==> src/include/tc_pkg.sv <==
// Constants, register layouts and types for the 8-bit timer/counter
// Notes on behaviour
// - Counter adds one per selected tick; outside PWM the wrap 0xFF to 0x00 is overflow.
// - Overflow keeps counting and raises a time-out that asks for interrupt service.
// - Source select 1 advances the counter once per falling edge on the event pin.
// - External event counting ignores the rate field and the fast clock select bit.
// - While event counting, the event pin's own request stays at zero.
// - Fast select 0: rate codes 000 to 111 give instruction clock over 256 down to 2.
// - Fast select 1: rate codes 000 to 111 give oscillator over 128 down to 1.
// - Counting happens only while the enable bit is 1.
// - PWM enable 1 drives a PWM output whose cycle comes from reload and toggle bits.
// - In PWM mode overflow is the selected PWM cycle boundary, 0xFF only for the 0-255 cycle.
// - PWM off and toggle bit 1: pin leaves general I/O, toggles every time-out.
// - PWM off: reload control 1 turns auto-reload on, 0 turns it off.
// - Source select 0 picks the internal clock, 1 picks the external event pin.
// - Green wake enable 1 lets a time-out wake the system; 0 blocks the wake.
// - Counter register is 8-bit read/write; software preloads 256 minus the interval.
// - With auto-reload on, every overflow copies the reload register into the counter.
// - PWM boundary: 00 gives 0-255, 01 gives 0-63, 10 gives 0-31, 11 gives 0-15.
// - Buzzer output runs at half the time-out rate, one change per time-out.
package tc_pkg;
	localparam int DATA_W = 8;
	localparam int ADDR_W = 8;
	localparam logic [ADDR_W-1:0] ADDR_SHARED = 8'hD8;
	localparam logic [ADDR_W-1:0] ADDR_MODE = 8'hDA;
	localparam logic [ADDR_W-1:0] ADDR_COUNT = 8'hDB;
	localparam logic [ADDR_W-1:0] ADDR_RELOAD = 8'hCD;
	localparam logic [DATA_W-1:0] RESET_VALUE = 8'h00;
	localparam logic [DATA_W-1:0] COUNT_MAX = 8'hFF;
	localparam logic [DATA_W-1:0] COUNT_ZERO = 8'h00;
	localparam logic [DATA_W-1:0] COUNT_ONE = 8'h01;
	localparam logic [DATA_W-1:0] READ_ZERO = 8'h00;
	// PWM cycle boundaries indexed by {reload_control, toggle_output_enable}
	localparam logic [DATA_W-1:0] PWM_BOUND_00 = 8'hFF;
	localparam logic [DATA_W-1:0] PWM_BOUND_01 = 8'h3F;
	localparam logic [DATA_W-1:0] PWM_BOUND_10 = 8'h1F;
	localparam logic [DATA_W-1:0] PWM_BOUND_11 = 8'h0F;
	// Divide exponents: fcpu code 000 is /256, fosc code 000 is /128
	localparam logic [3:0] EXP_CPU_BASE = 4'h8;
	localparam logic [3:0] EXP_OSC_BASE = 4'h7;
	localparam int PRESC_W = 8;

	typedef struct packed {
		logic count_enable;
		logic [2:0] prescale_rate_field;
		logic source_select;
		logic reload_control;
		logic toggle_output_enable;
		logic pwm_output_enable;
	} mode_reg_t;

	typedef struct packed {
		logic other_timer_enable;
		logic [2:0] other_timer_rate_field;
		logic other_timer_fast_select;
		logic fast_clock_select;
		logic green_wake_enable;
		logic rtc_source_enable;
	} shared_reg_t;

	typedef struct packed {
		logic [ADDR_W-1:0] addr;
		logic [DATA_W-1:0] wdata;
		logic wr;
		logic rd;
	} reg_req_t;
endpackage

==> src/verilog/timer_counter_8bit.sv <==
// 8-bit up timer/counter with auto-reload, buzzer toggle and PWM output
//
// Strobed register access was decided locally.
`timescale 1ns/10ps
module timer_counter_8bit
	import tc_pkg::*;
(
	// Clock, reset, enable
	input wire logic clk,
	input wire logic reset,
	input wire logic clk_en,
	// Clock source pulses
	input wire logic cpu_tick,
	input wire logic osc_tick,
	// Register port
	input wire logic [ADDR_W-1:0] addr,
	input wire logic [DATA_W-1:0] wdata,
	input wire logic wr,
	input wire logic rd,
	output logic [DATA_W-1:0] rdata,
	// External event pin
	input wire logic external_event_pin,
	output logic event_pin_request_flag,
	// Buzzer / PWM pin
	output logic buzzer_output_pin,
	output logic buzzer_output_pin_oe,
	// Events
	output logic timeout,
	output logic green_wake
);
	reg_req_t req;
	mode_reg_t mode;
	shared_reg_t shared;
	logic [DATA_W-1:0] count;
	logic [DATA_W-1:0] reload_value_register;
	logic buzzer_level;

	logic [DATA_W-1:0] next_count;
	logic [DATA_W-1:0] next_rdata;
	logic [DATA_W-1:0] bound;
	logic [DATA_W-1:0] reload_target;
	logic [3:0] presc_exp;
	logic presc_src;
	logic presc_run;
	logic presc_tick;
	logic pin_fall;
	logic tick;
	logic at_bound;
	logic overflow;
	logic wr_shared;
	logic wr_mode;
	logic wr_count;
	logic wr_reload;
	logic pwm_level;
	logic pin_driven;

	function automatic logic [DATA_W-1:0] pwm_bound(input logic rl, input logic tg);
		logic [DATA_W-1:0] b;
		b = PWM_BOUND_00;
		if (rl && tg) begin
			b = PWM_BOUND_11;
		end else if (rl) begin
			b = PWM_BOUND_10;
		end else if (tg) begin
			b = PWM_BOUND_01;
		end
		return b;
	endfunction

	assign req = '{addr: addr, wdata: wdata, wr: wr, rd: rd};

	// Address decoding
	assign wr_shared = req.wr && (req.addr == ADDR_SHARED);
	assign wr_mode = req.wr && (req.addr == ADDR_MODE);
	assign wr_count = req.wr && (req.addr == ADDR_COUNT);
	assign wr_reload = req.wr && (req.addr == ADDR_RELOAD);
	assign next_rdata = !req.rd ? READ_ZERO :
		(req.addr == ADDR_SHARED) ? shared :
		(req.addr == ADDR_MODE) ? mode :
		(req.addr == ADDR_COUNT) ? count : READ_ZERO;

	// Clock source selection
	assign presc_src = shared.fast_clock_select ? osc_tick : cpu_tick;
	assign presc_exp = shared.fast_clock_select ?
		EXP_OSC_BASE - {1'b0, mode.prescale_rate_field} :
		EXP_CPU_BASE - {1'b0, mode.prescale_rate_field};
	assign presc_run = mode.count_enable && !mode.source_select;

	tc_prescaler #(
		.W(PRESC_W)
	) u_presc (
		.clk(clk),
		.reset(reset),
		.clk_en(clk_en),
		.run(presc_run),
		.src_tick(presc_src),
		.exponent(presc_exp),
		.tick(presc_tick)
	);

	tc_edge_detect u_edge (
		.clk(clk),
		.reset(reset),
		.clk_en(clk_en),
		.pin(external_event_pin),
		.fall(pin_fall)
	);

	// Tick from selected source, gated by enable
	assign tick = mode.count_enable &&
		(mode.source_select ? pin_fall : presc_tick);

	// Overflow point
	assign bound = mode.pwm_output_enable ?
		pwm_bound(mode.reload_control, mode.toggle_output_enable) : COUNT_MAX;
	assign at_bound = (count & bound) == bound;
	assign overflow = tick && at_bound;

	// PWM wraps to zero; otherwise reload or zero
	assign reload_target = (!mode.pwm_output_enable && mode.reload_control) ?
		reload_value_register : COUNT_ZERO;
	assign next_count = wr_count ? req.wdata :
		overflow ? reload_target :
		tick ? count + COUNT_ONE : count;

	// Duty from reload register within the PWM cycle
	assign pwm_level = (count & bound) < (reload_value_register & bound);
	assign pin_driven = mode.count_enable &&
		(mode.pwm_output_enable || mode.toggle_output_enable);

	// Registers
	always_ff @(posedge clk) begin
		if (reset) begin
			mode <= RESET_VALUE;
			shared <= RESET_VALUE;
			reload_value_register <= RESET_VALUE;
		end else if (clk_en) begin
			if (wr_mode) begin
				mode <= req.wdata;
			end
			if (wr_shared) begin
				shared <= req.wdata;
			end
			if (wr_reload) begin
				reload_value_register <= req.wdata;
			end
		end
	end

	always_ff @(posedge clk) begin
		if (reset) begin
			count <= RESET_VALUE;
			rdata <= READ_ZERO;
		end else if (clk_en) begin
			count <= next_count;
			rdata <= next_rdata;
		end
	end

	// Events and pin
	always_ff @(posedge clk) begin
		if (reset) begin
			timeout <= 1'b0;
			green_wake <= 1'b0;
			event_pin_request_flag <= 1'b0;
			buzzer_level <= 1'b0;
		end else if (clk_en) begin
			timeout <= overflow;
			green_wake <= overflow && shared.green_wake_enable;
			event_pin_request_flag <= pin_fall && !mode.source_select;
			if (overflow && !mode.pwm_output_enable && mode.toggle_output_enable) begin
				buzzer_level <= ~buzzer_level;
			end
		end else begin
			timeout <= 1'b0;
			green_wake <= 1'b0;
			event_pin_request_flag <= 1'b0;
		end
	end

	always_ff @(posedge clk) begin
		if (reset) begin
			buzzer_output_pin <= 1'b0;
			buzzer_output_pin_oe <= 1'b0;
		end else if (clk_en) begin
			buzzer_output_pin <= mode.pwm_output_enable ? pwm_level : buzzer_level;
			buzzer_output_pin_oe <= pin_driven;
		end
	end
endmodule

==> src/verilog/tc_edge_detect.sv <==
// Event pin synchroniser and falling edge detector
`timescale 1ns/10ps
module tc_edge_detect (
	// Clock and reset
	input wire logic clk,
	input wire logic reset,
	input wire logic clk_en,
	// Pin and result
	input wire logic pin,
	output logic fall
);
	logic sync_a;
	logic sync_b;
	logic prev;

	always_ff @(posedge clk) begin
		if (reset) begin
			sync_a <= 1'b1;
			sync_b <= 1'b1;
			prev <= 1'b1;
		end else if (clk_en) begin
			sync_a <= pin;
			sync_b <= sync_a;
			prev <= sync_b;
		end
	end

	// High sample followed by low sample
	assign fall = prev & ~sync_b;
endmodule

==> src/verilog/tc_prescaler.sv <==
// Power-of-two prescaler producing a one-cycle tick
`timescale 1ns/10ps
module tc_prescaler
	import tc_pkg::*;
#(
	parameter int W = PRESC_W
) (
	// Clock and reset
	input wire logic clk,
	input wire logic reset,
	input wire logic clk_en,
	// Control
	input wire logic run,
	input wire logic src_tick,
	input wire logic [3:0] exponent,
	// Result
	output logic tick
);
	logic [W-1:0] div_count;
	logic [W-1:0] low_mask;
	logic all_ones;

	function automatic logic [W-1:0] exp_mask(input logic [3:0] e);
		logic [W-1:0] m;
		m = '0;
		for (int i = 0; i < W; i++) begin
			if (i < int'(e)) begin
				m[i] = 1'b1;
			end
		end
		return m;
	endfunction

	assign low_mask = exp_mask(exponent);
	assign all_ones = (div_count & low_mask) == low_mask;
	assign tick = run & src_tick & all_ones;

	always_ff @(posedge clk) begin
		if (reset) begin
			div_count <= '0;
		end else if (clk_en) begin
			if (!run) begin
				div_count <= '0;
			end else if (src_tick) begin
				div_count <= div_count + W'(1);
			end
		end
	end
endmodule

==> config.mk <==
export PLATFORM = sky130hd
export DESIGN_NAME = timer_counter_8bit
export DESIGN_NICKNAME = d
export VERILOG_FILES = /design/src/include/tc_pkg.sv /design/src/verilog/timer_counter_8bit.sv /design/src/verilog/tc_edge_detect.sv /design/src/verilog/tc_prescaler.sv
export SDC_FILE = /design/constraint.sdc
export NUM_CORES = 1
export LEC_CHECK = 0
export ABC_CLOCK_PERIOD_IN_PS = 2300
export BUFFER_PORTS_ARGS = -buffer_cell sky130_fd_sc_hd__buf_2
export CAP_MARGIN = 30
export CORE_MARGIN = 5
export CORE_UTILIZATION = 55
export CTS_BUF_LIST = sky130_fd_sc_hd__clkbuf_8
export DETAILED_ROUTE_END_ITERATION = 16
export PLACE_DENSITY = 0.79
export SETUP_SLACK_MARGIN = 0.1
export SYNTH_ARGS = -nofsm -noshare
export SYNTH_HDL_FRONTEND = slang
export SYNTH_SLANG_ARGS = --single-unit
==> constraint.sdc <==
create_clock -name clk -period 2.3 [get_ports clk]
set_clock_uncertainty 0.15 [all_clocks]
set_input_delay 0.46 -clock clk [delete_from_list [all_inputs] [get_ports clk]]
set_output_delay 0.46 -clock clk [all_outputs]
set_load 0.05 [all_outputs]
**After elaboration in Yosys (flattened, before gate mapping)**

Cells that the tools add are included.

- Equality and inequality tests: 7
- Add/subtract/negate cells: 4
- Multiplexer cells: 26
- Order comparisons: 9
- Bitwise logic cells: 9
- Reduce and logical (&&, ||, !) cells: 25

Operators with widths:

| kind | number |
|---|---|
| 2-to-1 mux 8 bit | 14 |
| equality test 8 bit, second input constant | 4 |
| AND 8 bit | 3 |
| adder 8 x 1 -> 8 bit, second input constant | 2 |
| equality test 8 bit | 2 |
| less-than comparator 3 x 4 -> 1 bit, first input constant | 4 |
| logical AND 1 bit | 14 |
| AND reduction 2 bit | 6 |
| 2-to-1 mux 1 bit | 11 |
| less-than comparator 1 x 4 -> 1 bit, first input constant | 2 |
| less-than comparator 2 x 4 -> 1 bit, first input constant | 2 |
| less-than comparator 8 bit | 1 |
| 2-to-1 mux 4 bit | 1 |
| subtractor 3 x 3 -> 4 bit, first input constant | 1 |
| subtractor 4 x 3 -> 4 bit, first input constant | 1 |
| AND 1 bit | 3 |
| inverter 1 bit | 3 |
| nonzero test 3 bit | 1 |
| logical NOT 1 bit | 2 |
| inequality test 2 bit, second input constant | 1 |
| OR reduction 2 bit | 1 |
| logical OR 1 bit | 1 |

- Bits of input ports: 24
- Output and inout bits: 13
- Bits in registers: 57
- Logic and storage cells: 105

**Logic depth before layout (Yosys ltp)**

Gate-level depths: netlist of run 1.

- Word-level depth: 13
- Depth in mapped cells: 11
- Depth with buffers taken out: 9

**By module**

A second synthesis of run 1 with hierarchy kept.

- Cell total of the unflattened synthesis: 376
- Area total of the unflattened synthesis: 3204.3 sq um

By module, submodules not included:

| module | area an instance (sq um) | instances | sequential area each (sq um) | cells each |
|---|---|---|---|---|
| timer_counter_8bit | 2626.3 | 1 | 920.9 | 306 |
| tc_prescaler | 466.7 | 1 | 160.2 | 60 |
| tc_edge_detect | 111.4 | 1 | 60.1 | 10 |

**Worst setup path before layout of run 1**

No wires, ideal clock.

- Kind: register to register
- Start: register mode[4] (netlist bit)
- End: register buzzer_level
- Library setup time: 123 ps
- Slack: -151 ps
- Arrival: 2178 ps
- Required time: 2027 ps
- Buffers on the path: 1
- Period minus slack after synthesis: 2451 ps
- Cell stages (with the launch flop): 11
- Path through: dfxtp_1 buf_4 inv_1 ha_1 nor2_1 o221ai_1 o311a_1 o211ai_1 nand3b_1 nor3_1 mux2_1

- Cells in the longest elaborated chain, start to end: 13
- Elaborated cells on any way between the ends: 28
- Classes of those cells: 2 x add/sub; 8 x order compare; 1 x eq/ne; 10 x mux; 2 x bitwise; 5 x reduce/logical

Ends and longest elaborated chain:

| element | line | RTL |
|---|---|---|
| start: declaration | timer_counter_8bit.sv:32 | `mode_reg_t mode;` |
| start signal: assignment | timer_counter_8bit.sv:139 | `mode <= req.wdata;` |
| subtractor 4 x 3 -> 4 bit / subtractor 3 x 3 -> 4 bit (equally long branches) | timer_counter_8bit.sv:86, timer_counter_8bit.sv:85 |  |
| 2-to-1 mux 4 bit * | timer_counter_8bit.sv:84 | `assign presc_exp = shared.fast_clock_select ?` |
| less-than comparator 1 x 4 -> 1 bit, or another cell as far along | tc_prescaler.sv:27 | `if (i < int'(e)) begin` |
| 2-to-1 mux 1 bit | tc_prescaler.sv:27 |  |
| AND 8 bit | tc_prescaler.sv:35 | `assign all_ones = (div_count & low_mask) == low_mask;` |
| equality test 8 bit * | tc_prescaler.sv:35 |  |
| AND 1 bit * | tc_prescaler.sv:36 | `assign tick = run & src_tick & all_ones;` |
| 2-to-1 mux 1 bit * | timer_counter_8bit.sv:111 | `(mode.source_select ? pin_fall : presc_tick);` |
| logical AND 1 bit * | timer_counter_8bit.sv:110 | `assign tick = mode.count_enable &&` |
| logical AND 1 bit * | timer_counter_8bit.sv:117 | `assign overflow = tick && at_bound;` |
| logical AND 1 bit * (2 in series) | timer_counter_8bit.sv:171 | `if (overflow && !mode.pwm_output_enable && mode.toggle_output_enable) begin` |
| AND reduction 2 bit (no source line) * | -- |  |
| end signal: assignment | timer_counter_8bit.sv:172 | `buzzer_level <= ~buzzer_level;` |
| end: declaration | timer_counter_8bit.sv:36 | `logic buzzer_level;` |

Every way passes the cells marked *; elsewhere a longest branch is shown, timed or not.
A chain may end at the register's enable or synchronous reset.

**Final worst setup path of run 1**

- Start: register mode[5] (netlist bit)
- End: register buzzer_level

The elaborated chain is that of the path after synthesis.

==> metrics.md, run 1 <==
| Metric | Value |
|---|---|
| Post-synthesis async set-or-reset flop share | 0% |
| DR vias | 3017 |
| Dpl hpwl | 6462 um |
| Die extent in y | 86.52 um |
| DR WL met2 | 4084 um |
| CTS tree | built |
| P_leak | 0.001571 uW |
| Power density over the cells | 543.5 nW/um^2 |
| Met1 WL | 3937 um |
| Crit Path Class | reg -> reg |
| R2R Setup Slk | 70 ps |
| Ratio of cells with drive above 1 in the final layout | 26.71% |
| IO Pins | 37 |
| Pin count of the biggest net entering global routing | 35 |
| Via density per instance | 5.916 |
| Post-route minimum period | 2226 ps |
| Vias in the first global route | 2910 |
| Max FO, Critical Path | 4 |
| CTS Buf Count | 9 |
| WL/cell | 16.86 um |
| Setup_tns | 0 ps |
| Top cells by area, synth | dfxtp_1 (35%), mux2i_1 (11%), nor2_1 (4.9%) |
| Port Buffer Count | 36 |
| Drt pass-1 iters | 5 |
| Antenna violations before repair | 0 |
| Root Driver | clkbuf_8 |
| Clock Tree Buf Depth | 2 |
| Hold Path Sink | u_edge.sync_a |
| Die area | 7486 um^2 |
| CTS sink cnt | 57 |
| DRC errors left | 0 |
| Mapped Avg Cell Area | 8.565 um^2 |
| H-Tree Depth | 3 |
| Sequential share of the synthesized area | 35.43% |
| Worst-path clk slew | 70 ps |
| Slew @ Worst Pin | 464.0 ps |
| FP Rows | 27 |
| Max-Cap Viols | 0 |
| Min-Delay Startpoint | external_event_pin |
| Clock Latency Late Sink | 340 ps |
| Post-synth top area share | 35.43% |
| Hold depth | 2 |
| Period utilization | 96.78% |
| Ys Warns | 0 |
| Worst EP required | 2380 ps |
| Outcome | finished, final reports clean |
| Synthesized cell area | 3221 um^2 |
| CP arrival | 2300 ps |
| Fin nets | 468 |
| Critical Path End Type | flop |
| Highest routed layer | met4 |
| Pins Over Slew Limit | 0 |
| Post-route ant nets | 0 |
| Placer Congestion | 1.027 |
| Post-Route WL | 8600 um |
| Layout area overhead | 23.43% |
| Critical R2R Launch | mode[5] |
| Core area | 5608 um^2 |
| HP Class | in -> reg |
| Synth cell types | 58 |
| Fmax | 0.4493 GHz |
| Path depth of the worst reg2reg path | 7 |
| Die W | 86.52 um |
| FF-to-FF End | buzzer_level |
| Syn_nets | 410 |
| Max_slew headroom | 69.07% |
| # diodes | 0 |
| Total congestion overflow | 0 |
| Crit path launch type | flop |
| Fin util | 70.88% |
| Largest area contributor in the netlist | dfxtp_1 |
| Ys flop type | dfxtp_1 |
| Final Hold Fails | 0 |
| Met3 wire len | 477 um |
| Post-synth EDFFs | 0 |
| Starting Density | 57.43% |
| Cell count after synthesis | 376 |
| Setup violators final | 0 |
| VDD IR-drop max | 0.4528 mV |
| Iter 0 DRT Violations | 273 |
| RSZ-0062 raised after global routing | yes |
| Flops & latches, synth | 57 |
| Fillers | 442 |
| First-pass GRT wire length | 14280 um |
| Total Routing Usage GR | 24.05% |
state kept, by name, indices dropped and copies added, names as in the netlist, 8 cells and up:
signal and flops:
mode 8, reload_value_register 8, shared 8, count 8
rdata 8, u_presc.div_count 8
layout by cell type, fill, tap and decap left out, types with 3 or more instances in the layout:
| cell type | instances |
|---|---|
| nor2b_1 | 13 |
| a211o_1 | 4 |
| buf_4 | 32 |
| nor2_1 | 42 |
| and3_1 | 10 |
| o32ai_2 | 3 |
| inv_1 | 5 |
| dfxtp_1 | 53 |
| xnor2_1 | 6 |
| nand3_1 | 19 |
| and2_1 | 7 |
| o211ai_1 | 3 |
| o21ai_0 | 13 |
| nand2_1 | 27 |
| ha_1 | 9 |
| o22ai_1 | 3 |
| buf_2 | 36 |
| dfxtp_2 | 4 |
| clkbuf_8 | 10 |
| nand2b_1 | 15 |
| mux2i_1 | 34 |
| o21ai_1 | 3 |
| a21oi_2 | 3 |
| xor2_1 | 7 |
| a21oi_1 | 22 |
worst max-delay path by stage:
stage | start | to | slack (ps) | cells after the start
after CTS | mode[5] | buzzer_level | 70 | 7
after detailed placement | addr[5] | count[5] | -200 | 8
after global placement | addr[5] | count[5] | -130 | 8
after global routing | mode[5] | count[4] | -80 | 9
after floorplan | mode[4] | count[3] | -30 | 11
final | mode[5] | buzzer_level | 70 | 7
final cells by class:
type	count	area, um^2	area share, %
tap	72	90.09	2.266
inverter	7	28.78	0.7240
clock inverter	5	80.08	2.014
multi-input combinational	288	2021	50.83
timing repair buffer	71	471.7	11.87
clock buffer	10	137.6	3.462
sequential	57	1146	28.83
cells in the mapped netlist, drive strengths merged, types with 2 or more instances:
cell type,instances
dfxtp,57
nor2,42
mux2i,34
nand2,27
a21oi,25
nand3,20
clkbuf,17
o21ai,16
nand2b,15
nor2b,13
and3,10
ha,10
and2,7
buf,7
inv,7
xor2,7
xnor2,6
a211o,4
nor3,4
a32oi,3
and3b,3
nor4,3
o211ai,3
o22ai,3
o32ai,3
a31oi,2
nand3b,2
o2111ai,2
o221ai,2
or3,2
per-layer routing:
metal,up-vias,GRT usage [%]
met4,0,6.799
met5,-,0
li1,1454,-
met3,10,4.373
met2,106,38.66
met1,1447,32.96
worst max-delay path: stages (launching register included):
cell      delay [ps]
dfxtp_2          330
inv_2             50
ha_4             240
o311a_1          360
o211ai_1         300
nand3b_1         200
nor3_2           170
mux2_4           320
through the flow:
step	power, uW	cell area (um^2)	worst slack, ps	instances	hold slack, ps
6_report	2161	3975	74.08	510	177.6
3_5_place_dp	1139	3679	-200.9	494	306.0
3_3_place_gp	1136	3679	-126.6	494	298.5
4_1_cts	2160	3956	70.00	510	173.1
2_1_floorplan	1084	3247	-26.02	376	281.4
5_1_grt	2227	3975	-80.59	510	185.3
kinds of logic (layout without fill, tap and decap cells):
| group | count (synthesis) | in the layout | synth area share [%] |
|---|---|---|---|
| AOI/OAI and AO/OA | 76 | 76 | 16.20 |
| xor gates and xnor gates | 13 | 13 | 3.535 |
| adders and majority gates | 10 | 10 | 3.885 |
| buffers and inverters | 31 | 93 | 4.196 |
| DFF | 57 | 57 | 35.43 |
| muxes | 35 | 35 | 10.92 |
| and+or+nand+nor | 154 | 154 | 25.84 |
repair_timing:
item                       CTS  global route
setup endpoints to repair   11            12
pin swaps                   13             4
gates resized for setup     13             7
setup buffers                1             0
hold buffers                 0             0
cloned                       0             0
report_power, final:
part	switching, uW	internal, uW	total [uW]
sequential	2.88	993	996
clock	410	631	1040
combinational	77.4	46.9	124
total	490	1670	2160
Power figures use the tool's default switching activity.
==> inputs of run 2 (changes only) <==
- ABC_CLOCK_PERIOD_IN_PS: 2300 -> 2700
- CORE_UTILIZATION: 55 -> 65
- CTS_CLUSTER_SIZE: unset -> 30
- PLACE_DENSITY: 0.79 -> 0.87
- clock period: 2.3 -> 2.7 ns (I/O delays scaled with it)
==> metrics.md, run 2 (synthesis results as in run 1) <==
| Metric | Value |
|---|---|
| Period utilization | 91.05% (-5.7 points) |
| Die area | 6463 um^2 (-14%) |
| Max FO, Critical Path | 7 (+3) |
| Final Hold Fails | 0 (unchanged) |
| Min-Delay Startpoint | external_event_pin |
| CTS Buf Count | 9 (unchanged) |
| Power density over the cells | 459.6 nW/um^2 (-15%) |
| Critical Path Max Stage Delay | 370 ps (about the same) |
| RSZ-0062 raised after global routing | no |
| Hold depth | 2 (unchanged) |
| Die W | 80.39 um (-7.1%) |
| Die extent in y | 80.39 um (-7.1%) |
| Finished Layout Cells | 487 (-4.5%) |
| VDD IR-drop max | 0.3681 mV (-19%) |
| FP Rows | 25 (-7.4%) |
| Fmax | 0.4068 GHz (-9.5%) |
| Vias in the first global route | 2929 (+0.65%) |
| WL/cell | 17.15 um (+1.7%) |
| CP max-delay cell | dfxtp_4 |
| Post-route minimum period | 2458 ps (+232.3 ps) |
| Hold Path Sink | u_edge.sync_a |
| Post-route ant nets | 0 (unchanged) |
| Path depth of the worst reg2reg path | 10 (+3) |
| Ratio of cells with drive above 1 in the final layout | 20.48% (-6.2 points) |
| Pins Over Slew Limit | 0 (unchanged) |
| Layout area overhead | 15.50% |
| Commonest non-fill, non-tap cell in the layout | dfxtp_1 |
| Dpl hpwl | 5840 um (-9.6%) |
| Clock Tree Buf Depth | 2 (unchanged) |
| Setup violators final | 0 (unchanged) |
| DR vias | 3010 (-0.23%) |
| Worst EP required | 2750 ps (+370 ps) |
| Via density per instance | 6.181 (+4.5%) |
| Root Driver | clkbuf_8 |
| Outcome | finished, final reports clean |
| Critical Path End Type | flop |
| Crit Path Class | reg -> reg |
| Most frequent cells in the layout | dfxtp_1 (56), nor2_1 (42), buf_2 (36), mux2i_1 (34), nand2_1 (27) |
| Register area | 1145 um^2 (-0.11%) |
| HP Class | in -> reg |
| CTS tree | built |
| Total congestion overflow | 0 (unchanged) |
| Worst-path clk slew | 70 ps (about the same) |
| Total Routing Usage GR | 27.82% (+3.8 points) |
| Buf+Inv Stages, Crit Path | 2 (+1) |
| Critical R2R Launch | mode[5] |
| # diodes | 0 (unchanged) |
| Fin nets | 449 (-4.1%) |
| Max-Cap Viols | 0 (unchanged) |
| Starting Density | 67.74% (+10 points) |
| First-pass GRT wire length | 13870 um (-2.9%) |
| Port Buffer Count | 36 (unchanged) |
| Core area | 4755 um^2 (-15%) |
| Multi-input logic area | 1978 um^2 (-2.1%) |
| Fillers | 324 (-27%) |
| Clock Latency Late Sink | 340 ps (about the same) |
| Drt pass-1 iters | 5 (unchanged) |
| DRC errors left | 0 (unchanged) |
| Setup_tns | 0 ps (unchanged) |
| Slew @ Worst Pin | 558.8 ps (+94.85 ps) |
| Antenna violations before repair | 0 (unchanged) |
| Hold_buf cts | 0 (unchanged) |
| FF-to-FF End | count[6] |
| IO Pins | 37 (unchanged) |
| Max_slew headroom | 62.74% (-6.3 points) |
| Total power draw | 1710 uW (-21%) |
| Iter 0 DRT Violations | 281 (+2.9%) |
| CP arrival | 2500 ps (+200 ps) |
| Pin count of the biggest net entering global routing | 29 (-17%) |
| Dpl cells | 470 (-4.9%) |
| P_leak | 0.001459 uW (-7.2%) |
| Worst-path cell chain | inv_1, ha_2, and3b_1, a2bb2oi_1, o221ai_2, o211ai_1, nand3b_1, buf_4, a32oi_1, o22ai_1 |
| CTS sink cnt | 57 (unchanged) |
| Crit path max-delay family | compound AO/OA/AOI/OAI gates |
| Placer Congestion | 0.9007 (-12%) |
| Crit path launch type | flop |
| Post-Route WL | 8353 um (-2.9%) |
| H-Tree Depth | 3 (unchanged) |
| R2R Setup Slk | 240 ps (+170 ps) |
run 2: area by class of cell:
cell class | count | area share (%)
Clock buffer | 9 | 3.330
Timing Repair Buffer | 52 | 8.073
Clock inverter | 7 | 1.682
Multi-Input combinational cell | 288 | 53.18
Inverter | 7 | 0.7064
Sequential cell | 57 | 30.78
Tap cell | 67 | 2.254
run 2: worst max path at each step:
stage | startpoint | endpoint | slack [ps] | cells past startpoint
after global placement | mode[5] | count[5] | 210 | 9
after global routing | mode[5] | count[6] | 120 | 10
after floorplan | mode[4] | buzzer_level | 250 | 10
after detailed placement | mode[5] | count[4] | 40 | 9
after CTS | mode[5] | count[5] | 180 | 9
final | mode[5] | count[6] | 240 | 10
run 2: worst register-to-register path: stages (launching register included):
cell and delay (ps):
dfxtp_4 370, inv_1 90, ha_2 210, and3b_1 160, a2bb2oi_1 190, o221ai_2 150
o211ai_1 340, nand3b_1 170, buf_4 200, a32oi_1 190, o22ai_1 100
run 2: through the flow:
step,hold WS (ps),setup WS (ps),utilization [%],instance area (um^2)
after global placement,290.5,207.1,73.37,3488
after CTS,255.8,178.6,77.45,3682
after detailed placement,295.8,41.00,73.37,3488
after floorplan,281.4,248.8,-,3221
final,262.6,241.7,78.24,3720
after global routing,276.8,124.0,78.24,3720
run 2: power by group:
| part | switching, uW | internal (uW) | total (uW) |
|---|---|---|---|
| clock network | 345 | 417 | 762 |
| registers | 3.32 | 845 | 848 |
| logic | 62.9 | 36.6 | 99.5 |
| total | 411 | 1300 | 1710 |
run 2: per-layer routing:
metal / GRT usage [%] / part of all wire [%] / vias to the layer above
li1: - / - / 1414
met1: 34.61 / 39 / 1391
met2: 45.12 / 47 / 163
met3: 5.045 / 9.2 / 42
met4: 15.54 / 4.5 / 0
met5: 0 / 0 / -
run 2: repair_timing:
action,CTS,global route
pin swaps,0,5
setup endpoints to repair,3,8
cloned,0,0
buffers inserted,0,1
gates resized for setup,3,7
